### src/inc/spl_defines.svh
// Offsets, field positions, reset values and timing counts of the sector lock block
`ifndef SPL_DEFINES_SVH
`define SPL_DEFINES_SVH

// Register byte offsets
`define SPL_ADDR_STATUS 8'h00
`define SPL_ADDR_CMD 8'h04
`define SPL_ADDR_PASS_LO 8'h08
`define SPL_ADDR_PASS_HI 8'h0C
`define SPL_ADDR_PWD_LO 8'h10
`define SPL_ADDR_PWD_HI 8'h14
`define SPL_ADDR_PPB 8'h18
`define SPL_ADDR_DYB 8'h1C
`define SPL_ADDR_WRITABLE 8'h20

// Status fields
`define SPL_ST_WIP 0
`define SPL_ST_PERR 1
`define SPL_ST_LOCK 2
`define SPL_ST_FREEZE 3
`define SPL_ST_MODE_LO 4
`define SPL_ST_MODE_HI 5

// Command fields
`define SPL_CMD_OP_HI 3
`define SPL_CMD_SECT_LO 8
`define SPL_CMD_SECT_HI 12
`define SPL_CMD_DYB_VAL 16
`define SPL_CMD_MODE_LO 20
`define SPL_CMD_MODE_HI 21

// Sizes, reset values and mode encodings
`define SPL_SECTORS 32
`define SPL_SECT_ALL_ONES 32'hFFFFFFFF
`define SPL_PWD_DEFAULT 64'hFFFFFFFFFFFFFFFF
`define SPL_MODE_NONE 2'h3
`define SPL_MODE_PERSIST 2'h2
`define SPL_MODE_PASSWORD 2'h1
`define SPL_MODE_ILLEGAL 2'h0
`define SPL_BOOT_ADDR 32'h00000000

// Timing
`define SPL_CLK_MHZ 20
`define SPL_UNLOCK_US 100
`define SPL_UNLOCK_CYCLES (`SPL_UNLOCK_US * `SPL_CLK_MHZ)
`define SPL_PROG_CYCLES 16
`define SPL_GOOD_UNLOCK_CYCLES 1
`define SPL_CNT_W 12

`endif

### src/inc/spl_pkg.sv
// Types of the sector lock block
package spl_pkg;
    typedef enum logic [2:0] {
        SPL_IDLE = 3'b001,
        SPL_BUSY = 3'b010,
        SPL_PENALTY = 3'b100
    } spl_state_e;

    typedef enum logic [3:0] {
        SPL_OP_LOCK_CLEAR = 4'h1,
        SPL_OP_PPB_PROG = 4'h2,
        SPL_OP_PPB_ERASE = 4'h3,
        SPL_OP_DYB_WRITE = 4'h4,
        SPL_OP_PWD_PROG = 4'h5,
        SPL_OP_PWD_UNLOCK = 4'h6,
        SPL_OP_MODE_PROG = 4'h7,
        SPL_OP_SOFT_RESET = 4'h8,
        SPL_OP_FREEZE = 4'h9,
        SPL_OP_CLR_STATUS = 4'hA
    } spl_op_e;
endpackage

### src/design/spl_sector_lock.sv
// Per-sector persistent and dynamic protection with lock and password control
//
// The register addresses and the Wishbone register port were left to the implementer.
`timescale 1ns/1ps
`include "spl_defines.svh"

module spl_sector_lock (
    // Clock and reset
    input wire logic CORE_CLK_IN,
    input wire logic SYS_RST_IN,
    // Pins from outside the clock domain
    input wire logic POWER_ON_RST_IN,
    input wire logic HW_RESET_N_IN,
    // Wishbone slave
    input wire logic WB_CYC_IN,
    input wire logic WB_STB_IN,
    input wire logic WB_WE_IN,
    input wire logic [7:0] WB_ADR_IN,
    input wire logic [3:0] WB_SEL_IN,
    input wire logic [31:0] WB_DAT_IN,
    output logic WB_ACK_OUT,
    output logic [31:0] WB_DAT_OUT,
    // Array side
    input wire logic [31:0] BLOCK_PROT_IN,
    input wire logic READ_PROT_IN,
    input wire logic [31:0] ARRAY_ADDR_IN,
    output logic [31:0] SECTOR_WRITABLE_OUT,
    output logic [31:0] READ_ADDR_OUT,
    output logic SECURE_OTP_WRITABLE_OUT,
    output logic WIP_OUT,
    output logic LOCK_OUT
);
    // Pin synchronisers
    logic por_meta_reg, por_sync_reg, hwr_meta_reg, hwr_sync_reg;
    always_ff @(posedge CORE_CLK_IN) begin
        if (SYS_RST_IN) begin
            por_meta_reg <= 1'b0;
            por_sync_reg <= 1'b0;
            hwr_meta_reg <= 1'b1;
            hwr_sync_reg <= 1'b1;
        end else begin
            por_meta_reg <= POWER_ON_RST_IN;
            por_sync_reg <= por_meta_reg;
            hwr_meta_reg <= HW_RESET_N_IN;
            hwr_sync_reg <= hwr_meta_reg;
        end
    end
    wire hw_evt = por_sync_reg | ~hwr_sync_reg;

    // State
    spl_pkg::spl_state_e st_reg, st_next;
    logic [`SPL_CNT_W-1:0] cnt_reg, cnt_next;
    logic [31:0] ppb_reg, ppb_next, dyb_reg, dyb_next;
    logic [63:0] pwd_reg, pwd_next, stage_reg;
    logic [1:0] mode_reg, mode_next;
    logic lock_reg, lock_next, perr_reg, perr_next, freeze_reg, freeze_next;
    logic ack_reg;
    logic [31:0] rdat_reg;

    // Bus decode
    wire bus_req = WB_CYC_IN & WB_STB_IN & ~ack_reg;
    wire wr_acc = bus_req & WB_WE_IN;
    wire sel_cmd = WB_ADR_IN == `SPL_ADDR_CMD;
    wire idle = st_reg == spl_pkg::SPL_IDLE;
    wire cmd_wr = wr_acc & sel_cmd & WB_SEL_IN[0];
    wire cmd_go = cmd_wr & idle & ~hw_evt;
    wire [3:0] op = WB_DAT_IN[`SPL_CMD_OP_HI:0];
    wire [4:0] sect = WB_DAT_IN[`SPL_CMD_SECT_HI:`SPL_CMD_SECT_LO];
    wire dyb_val = WB_DAT_IN[`SPL_CMD_DYB_VAL];
    wire [1:0] mode_val = WB_DAT_IN[`SPL_CMD_MODE_HI:`SPL_CMD_MODE_LO];
    wire pwd_mode = mode_reg == `SPL_MODE_PASSWORD;
    wire mode_chosen = mode_reg != `SPL_MODE_NONE;
    wire [1:0] mode_new = mode_reg & mode_val;
    wire pass_match = stage_reg == pwd_reg;

    wire go_lclr = cmd_go & (op == spl_pkg::SPL_OP_LOCK_CLEAR);
    wire go_pprog = cmd_go & (op == spl_pkg::SPL_OP_PPB_PROG);
    wire go_perase = cmd_go & (op == spl_pkg::SPL_OP_PPB_ERASE);
    wire go_dyb = cmd_go & (op == spl_pkg::SPL_OP_DYB_WRITE);
    wire go_pwdp = cmd_go & (op == spl_pkg::SPL_OP_PWD_PROG);
    wire go_unl = cmd_go & (op == spl_pkg::SPL_OP_PWD_UNLOCK) & pwd_mode;
    wire go_mode = cmd_go & (op == spl_pkg::SPL_OP_MODE_PROG);
    wire go_soft = cmd_go & (op == spl_pkg::SPL_OP_SOFT_RESET);
    wire go_frz = cmd_go & (op == spl_pkg::SPL_OP_FREEZE);
    wire go_clr = cmd_wr & (op == spl_pkg::SPL_OP_CLR_STATUS);

    wire ppb_ok = (go_pprog | go_perase) & lock_reg;
    wire ppb_fail = (go_pprog | go_perase) & ~lock_reg;
    wire pwdp_ok = go_pwdp & ~mode_chosen;
    wire pwdp_fail = go_pwdp & mode_chosen & ~pwd_mode;
    wire mode_ok = go_mode & ~mode_chosen & (mode_new != `SPL_MODE_ILLEGAL);
    wire mode_fail = go_mode & ~mode_ok;
    wire unl_good = go_unl & pass_match;
    wire unl_bad = go_unl & ~pass_match;
    wire perr_set = ppb_fail | pwdp_fail | mode_fail | unl_bad;

    // Busy sequencing
    always_comb begin
        st_next = st_reg;
        cnt_next = cnt_reg;
        if (hw_evt) begin
            st_next = spl_pkg::SPL_IDLE;
            cnt_next = '0;
        end else begin
            case (st_reg)
                spl_pkg::SPL_IDLE: begin
                    if (unl_bad) begin
                        st_next = spl_pkg::SPL_PENALTY;
                        cnt_next = `SPL_CNT_W'(`SPL_UNLOCK_CYCLES);
                    end else if (unl_good) begin
                        st_next = spl_pkg::SPL_BUSY;
                        cnt_next = `SPL_CNT_W'(`SPL_GOOD_UNLOCK_CYCLES);
                    end else if (ppb_ok | pwdp_ok | mode_ok) begin
                        st_next = spl_pkg::SPL_BUSY;
                        cnt_next = `SPL_CNT_W'(`SPL_PROG_CYCLES);
                    end
                end
                spl_pkg::SPL_BUSY, spl_pkg::SPL_PENALTY: begin
                    cnt_next = cnt_reg - `SPL_CNT_W'(1);
                    if (cnt_reg == `SPL_CNT_W'(1)) begin
                        st_next = spl_pkg::SPL_IDLE;
                    end
                end
                default: begin
                    st_next = spl_pkg::SPL_IDLE;
                    cnt_next = '0;
                end
            endcase
        end
    end

    // Protection bit updates
    always_comb begin
        ppb_next = ppb_reg;
        dyb_next = dyb_reg;
        if (ppb_ok & go_pprog) begin
            ppb_next[sect] = 1'b0;
        end else if (ppb_ok & go_perase) begin
            ppb_next = `SPL_SECT_ALL_ONES;
        end
        if (hw_evt | go_soft) begin
            dyb_next = `SPL_SECT_ALL_ONES;
        end else if (go_dyb) begin
            dyb_next[sect] = dyb_val;
        end
    end

    assign pwd_next = pwdp_ok ? (pwd_reg & stage_reg) : pwd_reg;
    assign mode_next = mode_ok ? mode_new : mode_reg;
    assign freeze_next = por_sync_reg ? 1'b0 : (freeze_reg | go_frz);
    assign perr_next = perr_set | (perr_reg & ~go_clr & ~hw_evt);

    always_comb begin
        lock_next = lock_reg;
        if (hw_evt) begin
            lock_next = ~pwd_mode;
        end else if (go_lclr) begin
            lock_next = 1'b0;
        end else if (unl_good) begin
            lock_next = 1'b1;
        end
    end

    always_ff @(posedge CORE_CLK_IN) begin
        if (SYS_RST_IN) begin
            st_reg <= spl_pkg::SPL_IDLE;
            cnt_reg <= '0;
            ppb_reg <= `SPL_SECT_ALL_ONES;
            dyb_reg <= `SPL_SECT_ALL_ONES;
            pwd_reg <= `SPL_PWD_DEFAULT;
            mode_reg <= `SPL_MODE_NONE;
            lock_reg <= 1'b1;
            perr_reg <= 1'b0;
            freeze_reg <= 1'b0;
        end else begin
            st_reg <= st_next;
            cnt_reg <= cnt_next;
            ppb_reg <= ppb_next;
            dyb_reg <= dyb_next;
            pwd_reg <= pwd_next;
            mode_reg <= mode_next;
            lock_reg <= lock_next;
            perr_reg <= perr_next;
            freeze_reg <= freeze_next;
        end
    end

    // Password staging with byte lanes
    genvar gb;
    generate
        for (gb = 0; gb < 8; gb = gb + 1) begin : g_stage
            wire hit = wr_acc & WB_SEL_IN[gb % 4] &
                (WB_ADR_IN == ((gb < 4) ? `SPL_ADDR_PASS_LO : `SPL_ADDR_PASS_HI));
            always_ff @(posedge CORE_CLK_IN) begin
                if (SYS_RST_IN) begin
                    stage_reg[gb*8 +: 8] <= 8'h00;
                end else if (hit) begin
                    stage_reg[gb*8 +: 8] <= WB_DAT_IN[(gb % 4)*8 +: 8];
                end
            end
        end
    endgenerate

    // Effective write permission per sector
    genvar gs;
    generate
        for (gs = 0; gs < `SPL_SECTORS; gs = gs + 1) begin : g_sect
            always_ff @(posedge CORE_CLK_IN) begin
                if (SYS_RST_IN) begin
                    SECTOR_WRITABLE_OUT[gs] <= 1'b0;
                end else begin
                    SECTOR_WRITABLE_OUT[gs] <=
                        ppb_reg[gs] & dyb_reg[gs] & ~BLOCK_PROT_IN[gs];
                end
            end
        end
    endgenerate

    // Read data select
    wire [31:0] status_word = {26'h0, mode_reg, freeze_reg, lock_reg, perr_reg, ~idle};
    wire [63:0] pwd_view = pwd_mode ? 64'h0 : pwd_reg;
    wire [31:0] rdat_next =
        (WB_ADR_IN == `SPL_ADDR_STATUS) ? status_word :
        (WB_ADR_IN == `SPL_ADDR_PASS_LO) ? stage_reg[31:0] :
        (WB_ADR_IN == `SPL_ADDR_PASS_HI) ? stage_reg[63:32] :
        (WB_ADR_IN == `SPL_ADDR_PWD_LO) ? pwd_view[31:0] :
        (WB_ADR_IN == `SPL_ADDR_PWD_HI) ? pwd_view[63:32] :
        (WB_ADR_IN == `SPL_ADDR_PPB) ? ppb_reg :
        (WB_ADR_IN == `SPL_ADDR_DYB) ? dyb_reg :
        (WB_ADR_IN == `SPL_ADDR_WRITABLE) ? SECTOR_WRITABLE_OUT : 32'h0;

    always_ff @(posedge CORE_CLK_IN) begin
        if (SYS_RST_IN) begin
            ack_reg <= 1'b0;
            rdat_reg <= 32'h0;
            READ_ADDR_OUT <= `SPL_BOOT_ADDR;
        end else begin
            ack_reg <= bus_req;
            rdat_reg <= bus_req ? rdat_next : rdat_reg;
            READ_ADDR_OUT <= READ_PROT_IN ? `SPL_BOOT_ADDR : ARRAY_ADDR_IN;
        end
    end

    assign WB_ACK_OUT = ack_reg;
    assign WB_DAT_OUT = rdat_reg;
    assign SECURE_OTP_WRITABLE_OUT = ~freeze_reg;
    assign WIP_OUT = ~idle;
    assign LOCK_OUT = lock_reg;
endmodule

### config.mk
export PLATFORM = sky130hd
export DESIGN_NAME = spl_sector_lock
export DESIGN_NICKNAME = d
export VERILOG_FILES = /design/src/inc/spl_pkg.sv /design/src/design/spl_sector_lock.sv
export VERILOG_INCLUDE_DIRS = /design/src /design/src/inc
export SDC_FILE = /design/constraint.sdc
export NUM_CORES = 1
export LEC_CHECK = 0
export BUFFER_PORTS_ARGS = -buffer_cell sky130_fd_sc_hd__buf_2
export CORE_UTILIZATION = 55
export CTS_CLUSTER_DIAMETER = 40
export DETAILED_ROUTE_END_ITERATION = 16
export PLACE_DENSITY = 0.77
export RECOVER_POWER = 50
export SLEW_MARGIN = 20
export SYNTH_ARGS = -nofsm -noshare
export SYNTH_HDL_FRONTEND = slang
export SYNTH_SLANG_ARGS = --single-unit
### constraint.sdc
create_clock -name CORE_CLK_IN -period 3.3 [get_ports CORE_CLK_IN]
set_input_delay 0.66 -clock CORE_CLK_IN [delete_from_list [all_inputs] [get_ports CORE_CLK_IN]]
set_output_delay 0.66 -clock CORE_CLK_IN [all_outputs]
set_load 0.05 [all_outputs]
==> metrics.cfg <==
[power_and_ir_drop]
p_sw_mw=2.29
power.density_mw_per_mm2=544
seq_power_share_pct=41.3
internal_power_mw=7.04
comb_power_share_pct=6.8
power_switching_share_pct=24.5
leakagePower_nw=6.47
clock_power_share_pct=51.9
ir_drop_mv=0.520

[detailed_routing]
wire_per_inst_microns=20.8
wl_microns=45700
drtPass1Iterations=5
dr.first_iter.drc_count=1750
drtAntennaViolNets=0
routed_via_density=6.25
drc_errors=0
vias=13737

[synthesis]
ys_types=75
syn_area_per_cell_sq_um=8.71
synth_cells=1641
synth_top_cell_by_area=dfxtp_1
synth_seq_cells=313
ys.flop_type=dfxtp_1
yosys.area.top_type_share_pct=43.8
syn_area_sq_mm=0.0143
synth_edf_count=0
yosysSeqAreaShare_pct=43.8
ys_warn_count=0
async_flop_share_pct=0
synth.top_cells.by_area=dfxtp_1 44%, nand2_1 6.9%, ha_1 5.8%, a21oi_1 4.5%, a211o_1 4.2%
synth_nets=1823

[global_routing]
antenna_found_initial=1
overflow=0
grt_max_degree=96
track_usage_pct=34.0
grt_pass1_wl_microns=70700
grt_pass1_vias=13020

[layout]
area_delta_synth_final_pct=20.0
fin_util_pct=67.7
drive_gt1_share_pct=14.6
final_nets=2017
postLayoutCellArea_sq_mm=0.0172
antenna_cells=0
final_cells=2198

[placed_design]
dp_cells=2120
dpl-instance-area_sq_mm=0.0158
gp_congestion=0.975
portBuffers=215
hpwl_microns=31400

[die]
rows=58
core_sq_mm=0.0253
io_pins=216
fp.dieH_microns=163
die_area_sq_mm=0.0266
die_x_microns=163
start_util_pct=56.5

[cts]
ctsHoldBuffers=0
cts-resized-gates=0
cts_max_level=2
cts_tree=built
clkTransAtPathRegs_ns=0.06
cts_sinks=313
cts_max_path_buffers=3
cts_setup_buffers=0
cts_root_buffer=clkbuf_16
clock_latency_ns=0.54
cts_buffers=43

[run]
maxCapViolCount=2

[setup_path]
path_max_fanout=11
cp-start-kind=input port
r2r_slack_ns=0.59
cp-end-kind=flip-flop
critical_path_arrival_ns=3.34
required_ns=3.74
path_class=in -> reg

[sta]
rsz0062_at_grt=false
min_period_ns=2.89
hold_ws_ns=0.273
final.setup.tns_ns=0
worst_slew_pin_slew_ns=2.02
fin_skew_ns=0.0262
setup_viol=0
drv_slew=139
finalHoldViolCount=0
max_freq_mhz=346
fin_crit_sh_pct=87.7
slew_headroom_pct=-34.7

[worst_hold_path]
worstHoldPathType=in -> reg

[run_status]
violations=capacitance limit, slew limit
status=finished with violations

==> synth_stat cells, types with 21 or more instances <==
cell type,instances
a211o_1,68
a21oi_1,130
and2_1,40
clkbuf_1,84
dfxtp_1,313
ha_1,66
mux2i_1,21
nand2_1,264
nand2b_1,38
nand3_1,51
nor2_1,39
nor2b_1,81
nor3_1,43
o21ai_0,95
o22ai_1,22
o311ai_1,30
==> layout by cell type (no fill, tap or decap), drive strengths merged, types with 21 or more instances in the layout <==
master / count
a21oi: 130
o22ai: 22
a211o: 68
o21ai: 95
clkbuf: 160
nand2b: 39
nand3: 51
o311ai: 33
ha: 66
dfxtp: 313
nor2b: 81
nor4: 22
nor3: 43
nor2: 43
mux2i: 21
buf: 165
and2: 40
nand2: 265
==> cells by family after synthesis <==
family	synth area share, %
multiplexers	1.63
adder cells (fa/ha/maj)	5.77
AND/OR/NAND/NOR	23.1
buffers and inverters	3.90
flip-flops	43.8
AO/OA/AOI/OAI	21.6
XOR/XNOR	0.184
==> power by group through the flow <==
stage	combinational, mW	clock, mW	sequential, mW
6_report	0.631	4.85	3.86
5_1_grt	0.663	5.07	3.86
4_1_cts	0.639	4.89	3.85
3_5_place_dp	0.634	0	3.93
3_3_place_gp	0.628	0	3.93
2_1_floorplan	0.243	0	4.09
==> critical path: stages <==
cell and delay, ns:
clkbuf_1 0.18, nor4_1 0.95, clkbuf_1 0.29, nand3_1 0.10, clkbuf_1 0.30, nor2_1 0.17
clkbuf_1 0.41, nand2_1 0.11, a21oi_1 0.16
==> area by class of cell <==
class / instances / area, sq um
clock inverter: 25 / 338
sequential: 313 / 6270
fill: 2050 / 8170
tap: 330 / 413
inverter: 9 / 33.8
clock buffer: 53 / 1180
multi-input combinational: 1196 / 7500
timing repair buffer: 272 / 1430
==> worst paths after layout <==
kind / endpoint / cells after the start / start
max: stage_reg[32] / 9 / WB_ADR_IN[4]
min: SECTOR_WRITABLE_OUT[15] / 2 / BLOCK_PROT_IN[15]
max reg2reg: dyb_reg[23] / 5 / hwr_sync_reg
min reg2reg: hwr_sync_reg / 1 / hwr_meta_reg
==> per-stage QoR <==
step                worst slack (ns)  total power [mW]
finish                         0.406              9.33
detailed placement             0.236              4.57
CTS                            0.669              9.38
global route                   0.236              9.59
global placement               0.359              4.56
floorplan                      0.725              4.33
==> metal layers <==
metal  GRT usage (%)  part of all wire [%]  vias up
met1            42.8                    39     6453
met3            6.17                   9.3      152
li1                -                     -     6359
met5               0                 0.018        -
met4            21.4                   6.0        2
met2            53.8                    45      771
(Power assumes the default switching activity.)
